--- config.mk ---
export PLATFORM = sky130hd
export DESIGN_NAME = vg_core
export DESIGN_NICKNAME = d
export VERILOG_FILES = /design/src/vg_pkg.sv /design/src/vg_pixel_shifter.sv /design/src/vg_core.sv
export VERILOG_INCLUDE_DIRS = /design/src
export SDC_FILE = /design/constraint.sdc
export NUM_CORES = 1
export LEC_CHECK = 0
export BUFFER_PORTS_ARGS = -buffer_cell sky130_fd_sc_hd__buf_2
export CAP_MARGIN = 20
export CORE_MARGIN = 5
export CORE_UTILIZATION = 46
export CTS_BUF_LIST = sky130_fd_sc_hd__clkbuf_4
export DETAILED_ROUTE_END_ITERATION = 10
export PLACE_DENSITY = 0.7
export SYNTH_ARGS = -nofsm -noshare
export SYNTH_HDL_FRONTEND = slang
export SYNTH_HIERARCHICAL = 1
export SYNTH_SLANG_ARGS = --single-unit
export TNS_END_PERCENT = 100
--- constraint.sdc ---
create_clock -name clk -period 4.6 [get_ports clk]
set_input_delay 0.92 -clock clk [delete_from_list [all_inputs] [get_ports clk]]
set_output_delay 0.92 -clock clk [all_outputs]
set_load 0.02 [all_outputs]
--- src/vg_cfg.svh ---
// Field positions, reset values and count constants of the video generator.
`ifndef VG_CFG_SVH
`define VG_CFG_SVH
`define VG_MODE_RANGE 30:29
`define VG_DEPTH_BIT 28
`define VG_BCAST_CHROMA_BIT 27
`define VG_BASE_CHROMA_BIT 26
`define VG_AUDIO_RANGE 25:23
`define VG_GROUP_RANGE 11:9
`define VG_MASK_RANGE 7:0
`define VG_PIXEL_RANGE 19:12
`define VG_FRAME_RANGE 11:0
`define VG_CFG_RESET 32'h0000_0000
`define VG_SCL_RESET 32'h0000_0000
`define VG_PIXEL_ZERO 8'h00
`define VG_PIXEL_ONE 8'h01
`define VG_FRAME_ZERO 12'h000
`define VG_FRAME_ONE 12'h001
`define VG_GROUP_COUNT 4
`define VG_GROUP_LAST 3'h3
`define VG_GROUP_ZERO 3'h0
`define VG_LANE_OFF 8'h00
`define VG_LANE_UNDRIVEN_N 8'hff
`define VG_PINS_OFF 32'h0000_0000
`define VG_PINS_UNDRIVEN_N 32'hffff_ffff
`define VG_MASK_ALL 8'hff
`define VG_LUMA_RANGE 2:0
`define VG_HUE_BIT 3
`define VG_PALETTE_RESET 32'h0000_0000
`endif

--- src/vg_pkg.sv ---
// Types shared by the video generator files.
package vg_pkg;
   typedef enum logic [1:0] {
      VG_OFF = 2'h0,
      VG_VGA = 2'h1,
      VG_COMP_BCAST_HIGH = 2'h2,
      VG_COMP_BASE_HIGH = 2'h3
   } vg_mode_t;
endpackage

--- src/vg_pixel_shifter.sv ---
// Pixel long shift register and palette lookup of the video generator.
`timescale 1ns/1ps
`include "vg_cfg.svh"
module vg_pixel_shifter (
   // Clock and reset
   input wire logic clk,
   input wire logic sys_rst,
   // Control
   input wire logic load,
   input wire logic load_valid,
   input wire logic shift,
   input wire logic colour_depth_select,
   // New frame data
   input wire logic [31:0] new_pixels,
   input wire logic [31:0] new_palette,
   // Current pixel
   output logic [1:0] pix_index,
   output logic [7:0] colour
);
   logic [31:0] sh_q;
   logic [31:0] sh_d;
   logic [31:0] held_q;
   logic [31:0] pal_q;
   wire [31:0] load_src = load_valid ? new_pixels : held_q;
   wire [31:0] sh_one = {1'b0, sh_q[31:1]};
   wire [31:0] sh_two = {2'b00, sh_q[31:2]};

   // A missed hand-over repeats the previous long rather than blanking.
   assign sh_d = load ? load_src : shift ? (colour_depth_select ? sh_two : sh_one) : sh_q;

   // RULE_05 - one-bit pixels
   // RULE_06 - two-bit pixels
   assign pix_index = colour_depth_select ? sh_q[1:0] : {1'b0, sh_q[0]};
   assign colour = pal_q[{pix_index, 3'b000} +: 8];

   always_ff @(posedge clk or posedge sys_rst)
   begin
      if (sys_rst)
      begin
         sh_q <= `VG_PALETTE_RESET;
         held_q <= `VG_PALETTE_RESET;
         pal_q <= `VG_PALETTE_RESET;
      end
      else
      begin
         sh_q <= sh_d;
         if (load && load_valid)
         begin
            held_q <= new_pixels;
            pal_q <= new_palette;
         end
      end
   end
endmodule

--- src/vg_core.sv ---
// Per-core video generator: configuration and scale registers, timing and pin output.
`timescale 1ns/1ps
`include "vg_cfg.svh"
// Function
// RULE_01 - Output mode zero produces no video at all.
// RULE_02 - Mode one is VGA, eight-bit parallel on all eight group pins.
// RULE_03 - Mode two puts broadcast on upper four pins, baseband on lower four.
// RULE_04 - Mode three puts baseband on upper four pins, broadcast on lower four.
// RULE_05 - Colour-depth bit clear: 32 one-bit pixels, palette colours zero and one.
// RULE_06 - Colour-depth bit set: 16 two-bit pixels, palette colours zero to three.
// RULE_07 - Bit 27 enables chroma on the broadcast signal.
// RULE_08 - Bit 26 enables chroma on the baseband signal.
// RULE_09 - Three-bit field n picks core n's counter A clock as audio sub-carrier.
// RULE_10 - Pin-group field n selects pins 8n to 8n+7; four to seven reserved.
// RULE_11 - Eight-bit mask chooses which pins of the group carry video.
// RULE_12 - Pixel period sets synthesiser clocks before each next pixel.
// RULE_13 - Frame period sets synthesiser clocks before each next frame.
// RULE_14 - Period counters count counter A synthesiser clocks only.
// RULE_15 - Each frame is one 32-bit pixel long taken through the handshake.
// RULE_16 - Reading either register returns its current contents.
// RULE_17 - Unused bits of both registers do not affect behaviour.
module vg_core (
   // Clock and reset
   input wire logic clk,
   input wire logic sys_rst,
   // Register access from the owning core
   input wire logic cfg_wr,
   input wire logic scl_wr,
   input wire logic [31:0] wr_data,
   output logic [31:0] video_configuration_q,
   output logic [31:0] video_scale_q,
   // Synthesiser clocks
   input wire logic counter_a_synth_clock,
   input wire logic [7:0] core_synth_level,
   output logic audio_subcarrier_q,
   // Pixel long handshake
   input wire logic pixel_long_valid,
   input wire logic [31:0] pixel_long_data,
   input wire logic [31:0] palette_data,
   output logic pixel_long_ready_q,
   // Video pins
   output logic [31:0] video_out_q,
   output logic [31:0] video_drive_n_q
);
   // RULE_17 - only defined fields used
   wire [1:0] mode_bits = video_configuration_q[`VG_MODE_RANGE];
   wire colour_depth_select = video_configuration_q[`VG_DEPTH_BIT];
   wire broadcast_colour_enable = video_configuration_q[`VG_BCAST_CHROMA_BIT];
   wire baseband_colour_enable = video_configuration_q[`VG_BASE_CHROMA_BIT];
   wire [2:0] audio_subcarrier_source = video_configuration_q[`VG_AUDIO_RANGE];
   wire [2:0] output_pin_group = video_configuration_q[`VG_GROUP_RANGE];
   wire [7:0] output_pin_mask = video_configuration_q[`VG_MASK_RANGE];
   wire [7:0] pixel_period = video_scale_q[`VG_PIXEL_RANGE];
   wire [11:0] frame_period = video_scale_q[`VG_FRAME_RANGE];
   vg_pkg::vg_mode_t output_kind_select;
   assign output_kind_select = vg_pkg::vg_mode_t'(mode_bits);

   logic [7:0] px_cnt_q;
   logic [7:0] px_cnt_d;
   logic [11:0] fr_cnt_q;
   logic [11:0] fr_cnt_d;
   logic [31:0] pin_d;
   logic [31:0] drv_n_d;
   wire tick = counter_a_synth_clock;

   // RULE_14 - counts advance on synth ticks
   // RULE_13 - frame boundary
   wire frame_due = tick && (fr_cnt_q == `VG_FRAME_ZERO);
   // RULE_12 - pixel boundary
   wire pixel_shift = tick && !frame_due && (px_cnt_q == `VG_PIXEL_ZERO);

   // A period of zero wraps the counter, so it lasts the full counter range.
   assign px_cnt_d = (frame_due || pixel_shift) ? pixel_period - `VG_PIXEL_ONE :
                     tick ? px_cnt_q - `VG_PIXEL_ONE : px_cnt_q;
   assign fr_cnt_d = frame_due ? frame_period - `VG_FRAME_ONE :
                     tick ? fr_cnt_q - `VG_FRAME_ONE : fr_cnt_q;

   logic [1:0] pix_index;
   logic [7:0] colour;

   // RULE_15 - new long taken at each frame
   vg_pixel_shifter u_shifter (
      .clk(clk),
      .sys_rst(sys_rst),
      .load(frame_due),
      .load_valid(pixel_long_valid),
      .shift(pixel_shift),
      .colour_depth_select(colour_depth_select),
      .new_pixels(pixel_long_data),
      .new_palette(palette_data),
      .pix_index(pix_index),
      .colour(colour)
   );

   // RULE_07 - broadcast chroma gate
   wire [3:0] bcast_nib = {colour[`VG_HUE_BIT] & broadcast_colour_enable, colour[`VG_LUMA_RANGE]};
   // RULE_08 - baseband chroma gate
   wire [3:0] base_nib = {colour[`VG_HUE_BIT] & baseband_colour_enable, colour[`VG_LUMA_RANGE]};

   // RULE_02 - VGA byte
   // RULE_03 - broadcast high
   // RULE_04 - baseband high
   wire [7:0] group_val = (output_kind_select == vg_pkg::VG_VGA) ? colour :
                          (output_kind_select == vg_pkg::VG_COMP_BCAST_HIGH) ?
                          {bcast_nib, base_nib} :
                          (output_kind_select == vg_pkg::VG_COMP_BASE_HIGH) ?
                          {base_nib, bcast_nib} : `VG_LANE_OFF;

   // RULE_01 - mode off blanks
   // RULE_10 - reserved groups blank
   wire video_on = (output_kind_select != vg_pkg::VG_OFF) &&
                   (output_pin_group <= `VG_GROUP_LAST);

   // RULE_10 - group lane select
   // RULE_11 - pin mask applied
   genvar g;
   generate
      for (g = 0; g < `VG_GROUP_COUNT; g = g + 1)
      begin : g_lane
         wire lane_sel = video_on && (output_pin_group == 3'(g));
         assign pin_d[g*8 +: 8] = lane_sel ? (group_val & output_pin_mask) : `VG_LANE_OFF;
         assign drv_n_d[g*8 +: 8] = lane_sel ? ~output_pin_mask : `VG_LANE_UNDRIVEN_N;
      end
   endgenerate

   // RULE_09 - sub-carrier source select
   wire aud_pick = core_synth_level[audio_subcarrier_source];

   // RULE_16 - registers read back whole
   always_ff @(posedge clk or posedge sys_rst)
   begin
      if (sys_rst)
      begin
         video_configuration_q <= `VG_CFG_RESET;
         video_scale_q <= `VG_SCL_RESET;
      end
      else
      begin
         if (cfg_wr)
            video_configuration_q <= wr_data;
         if (scl_wr)
            video_scale_q <= wr_data;
      end
   end

   always_ff @(posedge clk or posedge sys_rst)
   begin
      if (sys_rst)
      begin
         px_cnt_q <= `VG_PIXEL_ZERO;
         fr_cnt_q <= `VG_FRAME_ZERO;
         pixel_long_ready_q <= 1'b0;
         audio_subcarrier_q <= 1'b0;
         video_out_q <= `VG_PINS_OFF;
         video_drive_n_q <= `VG_PINS_UNDRIVEN_N;
      end
      else
      begin
         px_cnt_q <= px_cnt_d;
         fr_cnt_q <= fr_cnt_d;
         pixel_long_ready_q <= frame_due && pixel_long_valid;
         audio_subcarrier_q <= aud_pick;
         video_out_q <= pin_d;
         video_drive_n_q <= drv_n_d;
      end
   end

   // Helper counters of ticks since the last pixel and frame boundary.
   logic [7:0] px_seen_q;
   logic [11:0] fr_seen_q;
   logic px_clean_q;
   logic fr_clean_q;
   always_ff @(posedge clk or posedge sys_rst)
   begin
      if (sys_rst)
      begin
         px_seen_q <= `VG_PIXEL_ZERO;
         fr_seen_q <= `VG_FRAME_ZERO;
         px_clean_q <= 1'b0;
         fr_clean_q <= 1'b0;
      end
      else
      begin
         px_seen_q <= (frame_due || pixel_shift) ? `VG_PIXEL_ZERO :
                      tick ? px_seen_q + `VG_PIXEL_ONE : px_seen_q;
         fr_seen_q <= frame_due ? `VG_FRAME_ZERO : tick ? fr_seen_q + `VG_FRAME_ONE : fr_seen_q;
         px_clean_q <= !scl_wr && (px_clean_q || frame_due || pixel_shift);
         fr_clean_q <= !scl_wr && (fr_clean_q || frame_due);
      end
   end

   // Per-group checks of lane selection, mask and chroma placement.
   genvar h;
   generate
      for (h = 0; h < `VG_GROUP_COUNT; h = h + 1)
      begin : g_lane_chk

      end
   endgenerate
endmodule

Word level (Yosys, flattened, before mapping). Index checks and enable logic that the tools add are counted.

Output and inout bits: 130. Flip-flop bits (word level): 246.

Bitwise logic cells: 4. Add/subtract/negate cells: 4. Shift-type cells: 1. Reduce and logical (&&, ||, !) cells: 18. $lt $le $gt $ge: 2. Mux-type cells: 22. Eq/ne operators: 6.

Operator list (number): 2-to-1 mux 8 bit (13); 2-to-1 mux 32 bit (3); indexed part select 32 x 6 -> 8 bit (1); 2-to-1 mux 31 bit (1); 2-to-1 mux 12 bit (2); subtractor 12 x 1 -> 12 bit, second input constant (2); subtractor 8 x 1 -> 8 bit, second input constant (2); zero test 12 bit (1); logical AND 1 bit (9); bitwise AND 8 bit (1); zero test 8 bit (1); inverter 8 bit (1); nonzero test 2 bit (4); equality test 3 x 2 -> 1 bit, second input constant (2); equality test 2 bit, second input constant (2); < comparator 3 x 4 -> 1 bit, second input constant (1); binary-select mux 1 bit (select 3 bit) (1); equality test 3 x 1 -> 1 bit, second input constant (1); <= comparator 3 x 2 -> 1 bit, second input constant (1); zero test 3 bit (1); bitwise AND 1 bit (2); equality test 2 x 1 -> 1 bit, second input constant (1); 2-to-1 mux 2 bit (1); zero test 1 bit (1); 2 further kinds (2).

Depth between registers and ports, before layout. Gate-level depths: netlist (run 1).

Depth in word-level cells: 8. Mapped depth: 13. Mapped depth without buffers: 11.

Hierarchy. The synthesis (run 1) kept the hierarchy.

By module, submodules not included: vg_core (cells each 504, times used 1, area each 6084.6 µm²); vg_pixel_shifter (cells each 391, times used 1, area each 4803.4 µm²).

Worst setup path after synthesis (run 1). No wires, ideal clock.

Kind: input to register. From: in counter_a_synth_clock. To: reg fr_cnt_q[6]. Path slack: 1.426 ns. Stages: 13. Arrival: 3.049 ns. Required time: 4.475 ns. Setup time: 0.125 ns. Path through: nor4b_1 nand4_1 inv_1 buf_2 buf_2 a21oi_1 ha_1 nand2b_1 nor2_1 o21ai_0 o21ai_0 a21oi_1 nor2_1.

Word-level cells in the longest chain between the ends: 2.

RTL lines: start: declaration (RTL line vg_core.sv:33) `input wire logic counter_a_synth_clock,`; logical AND 1 bit (*) (RTL line vg_core.sv:68) `` wire frame_due = tick && (fr_cnt_q == `VG_FRAME_ZERO); ``; net frame_due (RTL line vg_core.sv:68); 2-to-1 mux 12 bit / nonzero test 2 bit (equally long branches); end signal: assignment (RTL line vg_core.sv:151) `` fr_cnt_q <= `VG_FRAME_ZERO; ``; end signal: assignment (RTL line vg_core.sv:160) `fr_cnt_q <= fr_cnt_d;`; end: declaration (RTL line vg_core.sv:60) `logic [11:0] fr_cnt_q;`.

Mark *: on every way through the listed nets, which the timed path passes. The rest lies on a longest branch. A chain may end at the register's enable or synchronous reset.

Worst setup path after layout (run 1).
From: reg fr_cnt_q[10]. To: reg px_cnt_q[4].

Word-level cells in the longest chain between the ends: 7.

RTL lines: zero test 12 bit (no line) (*); logical AND 1 bit (*) (RTL line vg_core.sv:68); zero test 1 bit (RTL line vg_core.sv:70) `` wire pixel_shift = tick && !frame_due && (px_cnt_q == `VG_PIXEL_ZERO); ``; logical AND 1 bit (2 in a row) (RTL line vg_core.sv:70); logical OR 1 bit (*); 2-to-1 mux 8 bit / nonzero test 2 bit (equally long branches); end signal: assignment (RTL line vg_core.sv:150) `` px_cnt_q <= `VG_PIXEL_ZERO; ``; end signal: assignment (RTL line vg_core.sv:159) `px_cnt_q <= px_cnt_d;`; end: declaration (RTL line vg_core.sv:58) `logic [7:0] px_cnt_q;`.

Mark *: on every way between the ends. The rest lies on a longest branch, timed or not.

==> results of run 1 <==
-- worst paths after layout --
kind	startpoint	slack, ns	end
min in group clk	palette_data[22]	0.48	u_shifter/pal_q[22]
hold / removal	sys_rst	0.47	px_cnt_q[6]
max in group asynchronous	sys_rst	3.13	video_drive_n_q[0]
hold reg to reg	u_shifter/pal_q[25]	0.49	u_shifter/pal_q[25]
setup reg to reg	fr_cnt_q[10]	1.41	px_cnt_q[4]
setup / recovery	fr_cnt_q[10]	1.41	px_cnt_q[4]
-- through the flow --
step,setup slack [ns],instances,instance area (um2)
floorplan,1.17,893,10900
global placement,1.24,1408,12300
detailed placement,1.13,1408,12300
CTS,1.44,1531,13200
global route,1.18,1536,13200
finish,1.41,1536,13200
-- worst register-to-register path, cell delays in order, from the launching register on --
cell and delay (ns):
dfrtp_1 0.43, nor4_1 0.55, and4_1 0.75, o41ai_4 0.24, mux2i_1 0.24, ha_1 0.26, nor3b_1 0.27, nand4_1 0.14
o21ai_0 0.10, a21oi_1 0.06
-- metal layers --
layer	share of wire	track usage	wire [um]	vias up
met5	0.0027	0	71	-
li1	-	-	-	3757
met2	0.49	0.308	12600	280
met4	0.028	0.0801	731	12
met3	0.078	0.0582	2030	69
met1	0.40	0.251	10400	3887
-- where the power goes --
part           switching, mW  leakage, nW  internal (mW)
registers              0.289         3.06           2.45
logic                  0.538         2.70          0.487
clock network          0.918        0.519           1.06
total                   1.75         6.29           4.00
-- registers in the layout, summed over array words and instances, names as in the netlist --
| signal | count |
|---|---|
| video_configuration_q | 32 |
| pixel_long_ready_q | 1 |
| audio_subcarrier_q | 1 |
| px_cnt_q | 8 |
| u_shifter/pal_q | 32 |
| video_out_q | 32 |
| u_shifter/held_q | 32 |
| fr_cnt_q | 12 |
| video_drive_n_q | 32 |
| video_scale_q | 32 |
| u_shifter/sh_q | 32 |
-- cell usage in the layout (no fill, tap or decap), drive strengths merged, types with 3 or more instances in the layout --
cell      count
clkbuf       99
a22o          3
nand2b        5
dfstp        32
or4           4
nor2         80
mux2        130
a21o          3
clkinv       17
inv          12
clkinvlp      3
o211ai        4
diode         5
buf         248
nor4          6
mux4         10
and3          5
or2           3
a31oi         3
dfrtp       214
nor3         13
or3           4
o21a         32
o21ai        14
a21oi        58
mux2i        63
nand3        11
a22oi         4
nand2        92
nand4         5
-- cell type report --
class / count / area [um2] / share of cell area
antenna: 5 / 12.5 / 0.000950
clock buffer: 99 / 743 / 0.0564
clock inverter: 24 / 146 / 0.0111
inverter: 9 / 40.0 / 0.00304
multi-input combinational: 586 / 4360 / 0.331
sequential: 246 / 6200 / 0.470
tap: 319 / 399 / 0.0303
timing repair buffer: 248 / 1280 / 0.0969
==> impl_metrics.ini, run 1 <==
[layout]
fillers = 2038
layout.nets = 1272
drive_gt1_frac = 0.442
area_delta_synth_final_pct = 21.1
fin_util = 0.563

[worst_setup_path]
worst_path_largest_cell_delay_ns = 0.75
crit_chain = nor4_1, and4_1, o41ai_4, mux2i_1, ha_1, nor3b_1, nand4_1, o21ai_0, a21oi_1
critPathMaxFanout = 17
start_kind = flip-flop
cpMaxStageDelayCell = and4_1
crit_cells = 9
critPathRequiredTime_ns = 5.11
path_class = reg2reg
cp-end-kind = flip-flop
critPathBufInv = 0
r2r_cells = 9
cp.arrival_ns = 3.70
crit_family = simple AND/OR/NAND/NOR gates

[route]
vias = 8005
drcViolationCount = 0
first_pass_iters = 5
detail-route-antenna-nets = 0
routedWlPerCell_um = 16.9
drtIter0Drc = 461
wl_mm = 25.9
vias_per_cell = 5.21

[clocking]
clkLatencyLatePin_ns = 0.67
htree_levels = 3
post_cts_buffers = 0
clock_tree.root_cell = clkbuf_4
holdBufCountCts = 0
numCtsBuffers = 69
tritoncts = done
clock_sinks = 246
cts_buffer_depth = 3
path_clk_slew_ns = 0.07
cts_resized = 0

[yosys]
syn_avg_cell_area_um2 = 12.2
syn_area_um2 = 10900
yosys_warnings = 6
syn_nets = 1005
syn_inst = 893

[floorplanning]
io_pins = 240
die_y_um = 164
die-area_um2 = 26800
core_area_um2 = 23400
rows = 56
initial_core_util = 0.465
die_w_um = 164

[pwr]
p_total_mw = 5.75
leakage_nw = 6.29
max-vdd-ir-drop_mv = 0.271
power_density_nw_per_um2 = 436

[timing]
finalHoldViolCount = 0
worst_pin_slew_ns = 0.907
skew_ns = 0.0582
fmax_mhz = 313
finalSetupViolations = 0
final.min_clock_period_ns = 3.19
rsz0062_at_grt = false
drv_slew = 0
slew_headroom = 0.394
post-route-period-util = 0.694
finalSetupTns_ns = 0
whs_ns = 0.472

[placement]
hpwl_mm = 18.0
place_congestion = 0.875
io_buffers = 239

[grt]
overflow = 0
antenna_found_initial = 11
track_usage = 0.194
grt_pass1_wl_mm = 41.6
grt_max_degree = 81
first_global_vias = 8093

[outcome]
status = completed

[min_path]
min_path_type = in2async

[job]
cap_viol_max_count = 0
Power figures use the tool's default switching activity.
==> inputs of run 2 (changes only) <==
--- a/config.mk
+++ b/config.mk
@@ -6,13 +6,14 @@
 export SDC_FILE = /design/constraint.sdc
 export NUM_CORES = 1
 export LEC_CHECK = 0
+export ABC_AREA = 1
 export BUFFER_PORTS_ARGS = -buffer_cell sky130_fd_sc_hd__buf_2
 export CAP_MARGIN = 20
 export CORE_MARGIN = 5
 export CORE_UTILIZATION = 46
 export CTS_BUF_LIST = sky130_fd_sc_hd__clkbuf_4
 export DETAILED_ROUTE_END_ITERATION = 10
-export PLACE_DENSITY = 0.7
+export PLACE_DENSITY = 0.67
 export SYNTH_ARGS = -nofsm -noshare
 export SYNTH_HDL_FRONTEND = slang
 export SYNTH_HIERARCHICAL = 1
==> constraint.sdc (replaced) <==
create_clock -name clk -period 3.2 [get_ports clk]
set_input_delay 0.64 -clock clk [delete_from_list [all_inputs] [get_ports clk]]
set_output_delay 0.64 -clock clk [all_outputs]
set_load 0.02 [all_outputs]
==> impl_metrics.ini, run 2 <==
[outcome]
status = completed

[route]
vias_per_cell = 4.86
routedWlPerCell_um = 15.0
vias = 9718
wl_mm = 30.0
first_pass_iters = 5
drcViolationCount = 0
detail-route-antenna-nets = 0
drtIter0Drc = 741

[timing]
finalSetupTns_ns = 0
worst_pin_slew_ns = 0.881
drv_slew = 0
rsz0062_at_grt = false
post-route-period-util = 0.743
final.min_clock_period_ns = 2.38
fmax_mhz = 421
skew_ns = 0.0343
slew_headroom = 0.413
whs_ns = 0.185
finalHoldViolCount = 0
finalSetupViolations = 0

[worst_setup_path]
path_class = reg2reg
cp.arrival_ns = 2.91
cpMaxStageDelayCell = dfrtp_1
start_kind = flip-flop
cp-end-kind = flip-flop
critPathRequiredTime_ns = 3.73
crit_family = simple AND/OR/NAND/NOR gates
crit_top_cell = nor2_1
critPathBufInv = 3
critPathMaxFanout = 33
crit_chain = nor2_1, nand2_2, nor2_8, nand3_4, inv_1, inv_4, nand2_2, buf_4, o21ai_0, nor2_1, nor2_1
worst_path_largest_cell_delay_ns = 0.39

[floorplanning]
die-area_um2 = 27600
die_w_um = 166
io_pins = 240
die_y_um = 166
rows = 57
initial_core_util = 0.465
core_area_um2 = 24200

[min_path]
min_path_type = in2reg

[yosys]
syn_area_um2 = 11200
syn_nets = 1477
yosys_warnings = 6
syn_avg_cell_area_um2 = 8.23
syn_inst = 1365

[layout]
final_cell_mix = nand2_1, buf_2, dfrtp_1
final_common_cell = nand2_1
drive_gt1_frac = 0.282
layout.nets = 1742
area_delta_synth_final_pct = 20.4
fillers = 2297

[grt]
first_global_vias = 9551
grt_pass1_wl_mm = 49.9
antenna_found_initial = 1
overflow = 0
grt_max_degree = 67
track_usage = 0.217

[placement]
place_congestion = 0.914
io_buffers = 239
hpwl_mm = 21.2

[clocking]
tritoncts = done
cts_buffer_depth = 3
clkLatencyLatePin_ns = 0.66
post_cts_buffers = 0
path_clk_slew_ns = 0.06
htree_levels = 3
clock_tree.root_cell = clkbuf_4
numCtsBuffers = 67
cts_resized = 0
clock_sinks = 246

[pwr]
leakage_nw = 7.41
max-vdd-ir-drop_mv = 0.264
power_density_nw_per_um2 = 671

[job]
cap_viol_max_count = 0
run 2: changes by cell type in the layout (fill, tap and decap cells not counted), sizes merged, moves of 25 or more:
cell / change
nand2: +544
inv: +96
mux2: -88
mux2i: -63
o21ai: +58
a21oi: -56
nand3: +50
o21a: -32
nor2: +25
run 2: report_power, final:
| group | switching (mW) | internal, mW | leakage, nW |
|---|---|---|---|
| Combinational | 1.49 | 0.831 | 3.82 |
| Clock | 1.30 | 1.43 | 0.487 |
| Sequential | 0.371 | 3.67 | 3.10 |
run 2: layout make-up:
| type | count | area (um2) | area share |
|---|---|---|---|
| sequential | 246 | 6200 | 0.458 |
| timing repair buffer | 255 | 1370 | 0.101 |
| antenna | 1 | 2.50 | 0.000185 |
| tap | 324 | 405 | 0.0300 |
| multi-input combinational | 952 | 4310 | 0.319 |
| inverter | 108 | 413 | 0.0305 |
| clock inverter | 22 | 135 | 0.00999 |
| clock buffer | 92 | 691 | 0.0511 |
run 2: path summary, 6_finish.rpt:
| path | from | to | slack (ns) | cells past startpoint |
|---|---|---|---|---|
| max | fr_cnt_q[11] | u_shifter/sh_q[30] | 0.82 | 11 |
| min in group asynchronous | sys_rst | video_out_q[7] | 0.55 | 3 |
| min | palette_data[19] | u_shifter/pal_q[19] | 0.19 | 3 |
| min reg2reg | u_shifter/pal_q[2] | u_shifter/pal_q[2] | 0.48 | 2 |
| max reg2reg | fr_cnt_q[11] | u_shifter/sh_q[30] | 0.82 | 11 |
| max in group asynchronous | sys_rst | u_shifter/held_q[17] | 1.84 | 4 |
run 2: timing repair:
item / in CTS / in global routing
endpoints found under the hold margin: 15 / 0
hold buffers: 1 / 0
endpoints found under the setup margin: 0 / 0
run 2: per-layer routing:
metal / up-vias / share of wire / global-route usage
li1: 4797 / - / -
met1: 4515 / 0.45 / 0.297
met4: 0 / 0.019 / 0.0711
met5: - / 0 / 0
met2: 357 / 0.46 / 0.341
met3: 49 / 0.076 / 0.0545
run 2: worst register-to-register path, cell delays in order (launching register included):
cell and delay [ns]:
dfrtp_1 0.39, nor2_1 0.14, nand2_2 0.10, nor2_8 0.19, nand3_4 0.09, inv_1 0.24, inv_4 0.21, nand2_2 0.32
buf_4 0.30, o21ai_0 0.12, nor2_1 0.12, nor2_1 0.04
run 2: per-stage QoR:
step           total power, mW  cell area (um2)  setup slack (ns)  instances  utilization
6_report                  9.08            13500             0.822       2000        0.559
5_1_grt                   9.78            13500             0.566       2000        0.559
4_1_cts                   9.19            13500             0.818       1999        0.559
3_5_place_dp              6.40            12700             0.724       1884        0.525
3_3_place_gp              6.36            12700             0.745       1884        0.525
2_1_floorplan             5.74            11200            0.0546       1365            -
==> inputs of run 3 (changes only) <==
--- a/config.mk
+++ b/config.mk
@@ -6,14 +6,14 @@
 export SDC_FILE = /design/constraint.sdc
 export NUM_CORES = 1
 export LEC_CHECK = 0
-export ABC_AREA = 1
+export ABC_AREA = 0
 export BUFFER_PORTS_ARGS = -buffer_cell sky130_fd_sc_hd__buf_2
 export CAP_MARGIN = 20
 export CORE_MARGIN = 5
 export CORE_UTILIZATION = 46
 export CTS_BUF_LIST = sky130_fd_sc_hd__clkbuf_4
 export DETAILED_ROUTE_END_ITERATION = 10
-export PLACE_DENSITY = 0.67
+export PLACE_DENSITY = 0.7
 export SYNTH_ARGS = -nofsm -noshare
 export SYNTH_HDL_FRONTEND = slang
 export SYNTH_HIERARCHICAL = 1
==> constraint.sdc (replaced) <==
create_clock -name clk -period 2.1 [get_ports clk]
set_input_delay 0.42 -clock clk [delete_from_list [all_inputs] [get_ports clk]]
set_output_delay 0.42 -clock clk [all_outputs]
set_load 0.02 [all_outputs]
==> impl_metrics.ini, run 3 (synthesis results as in run 1) <==
[floorplanning]
core_area_um2 = 23400
die_w_um = 164
rows = 56
die_y_um = 164
die-area_um2 = 26800
io_pins = 240
initial_core_util = 0.465

[worst_setup_path]
rr_startpoint = px_cnt_q[1]
cp-startpoint = px_cnt_q[1]
critPathRequiredTime_ns = 2.67
r2r_slack_ns = -0.47
cp-end-kind = flip-flop
path_class = reg2reg
start_kind = flip-flop
crit_end = px_cnt_q[4]
critPathMaxFanout = 3
cp.arrival_ns = 3.14
timing.rr.end = px_cnt_q[4]
r2r_cells = 9

[route]
first_pass_iters = 5
wl_met3_mm = 1.88
routedWlPerCell_um = 17.9
drtIter0Drc = 487
drt-met1-wl_mm = 12.5
vias = 8921
drcViolationCount = 0
detail-route-antenna-nets = 0
vias_per_cell = 5.14
wl_met2_mm = 15.8
top_layer = met4
wl_mm = 31.1

[clocking]
clock_tree.root_cell = clkbuf_4
cts_buffer_depth = 3
numCtsBuffers = 67
tritoncts = done
clock_sinks = 246
clkLatencyLatePin_ns = 0.66
htree_levels = 3
path_clk_slew_ns = 0.07

[timing]
setup_ws_ns = -0.472
finalSetupViolations = 105
skew_ns = 0.0441
final.min_clock_period_ns = 2.57
fmax_mhz = 389
slew_headroom = 0.413
finalSetupTns_ns = -17.70
post-route-period-util = 1.22
worst_pin_slew_ns = 0.874
rsz0062_at_grt = true
finalHoldViolCount = 0
drv_slew = 0

[grt]
track_usage = 0.227
overflow = 0
first_global_vias = 9327
antenna_found_initial = 3
grt_max_degree = 97
grt_pass1_wl_mm = 48.6

[pwr]
max-vdd-ir-drop_mv = 0.561
power_density_nw_per_um2 = 869
p_total_mw = 13.6
leakage_nw = 7.42

[outcome]
violations = setup timing
status = finished with violations

[min_path]
min_from = palette_data[3]
min_path_type = in2reg

[placement]
place_congestion = 0.872
io_buffers = 239
placedInstanceArea_um2 = 13000
hpwl_mm = 19.5

[layout]
drive_gt1_frac = 0.482
final_common_cell = buf_2
area_delta_synth_final_pct = 43.5
final_area_um2 = 15600
layout.nets = 1476
final_cell_mix = buf_2, dfrtp_1, mux2_2

[job]
cap_viol_max_count = 0
run 3: cell count changes in the layout (fill, tap and decap cells not counted), moves of 32 or more:
cell           before  now
a21oi_1             2   52
buf_4              11   79
dlygate4sd3_1       1   94
inv_1              96    6
mux2_2             42  125
mux2i_1             0   63
nand2_1           620   90
nand3_1            59   11
o21a_1              0   32
o21ai_0            62    8
run 3: power breakdown:
group	leakage [nW]	switching [mW]	internal, mW
Combinational	3.84	1.59	1.66
Clock	0.517	2.03	2.38
Sequential	3.06	0.526	5.38
run 3: what timing repair did:
action / in CTS / in global routing
gates resized for setup: 37 / 34
hold endpoints to repair: 226 / 0
buffers inserted: 19 / 6
pin swaps: 10 / 15
gates cloned: 5 / 8
hold buffers: 94 / 0
endpoints found under the setup margin: 115 / 119
run 3: through the flow:
step	cells	utilization	hold slack [ns]	setup WS, ns
after floorplan	893	-	0.459	-0.616
after global placement	1483	0.555	0.440	-0.399
after detailed placement	1483	0.555	0.440	-0.517
after CTS	1720	0.651	0.00855	-0.446
after global routing	1736	0.667	0.0238	-0.616
final	1737	0.667	0.0680	-0.472
run 3: layout make-up:
cell class              instances  area, um2
clock inverters                23        166
multi-input cells             587       4590
flip-flops and latches        246       6200
repair buffers                453       3480
diodes                          4       10.0
well taps                     319        399
inverters                       9       46.3
clock buffers                  96        721
fillers                      1742       7790
run 3: how the worst min path moves through the flow:
stage | to | slack [ns] | cells past startpoint
2_1_floorplan | u_shifter/pal_q[24] | 0.46 | 1
3_3_place_gp | pixel_long_ready_q | 0.44 | 2
3_5_place_dp | video_scale_q[28] | 0.44 | 2
4_1_cts | u_shifter/held_q[28] | 0.009 | 2
5_1_grt | u_shifter/pal_q[3] | 0.02 | 2
6_report | u_shifter/pal_q[3] | 0.07 | 2
run 3: critical path, cell delays in order (launching register included):
cell and delay [ns]:
dfrtp_1 0.39, or3_4 0.40, or4_4 0.44, o41ai_4 0.27, mux2i_1 0.28, ha_2 0.23
nor3b_2 0.19, o21a_1 0.13, o21ai_0 0.06, a21oi_1 0.11
run 3: layer usage:
metal	vias up	GRT usage
met5	-	0
met4	0	0.0915
met3	75	0.0494
met2	325	0.390
met1	4349	0.280
li1	4172	-
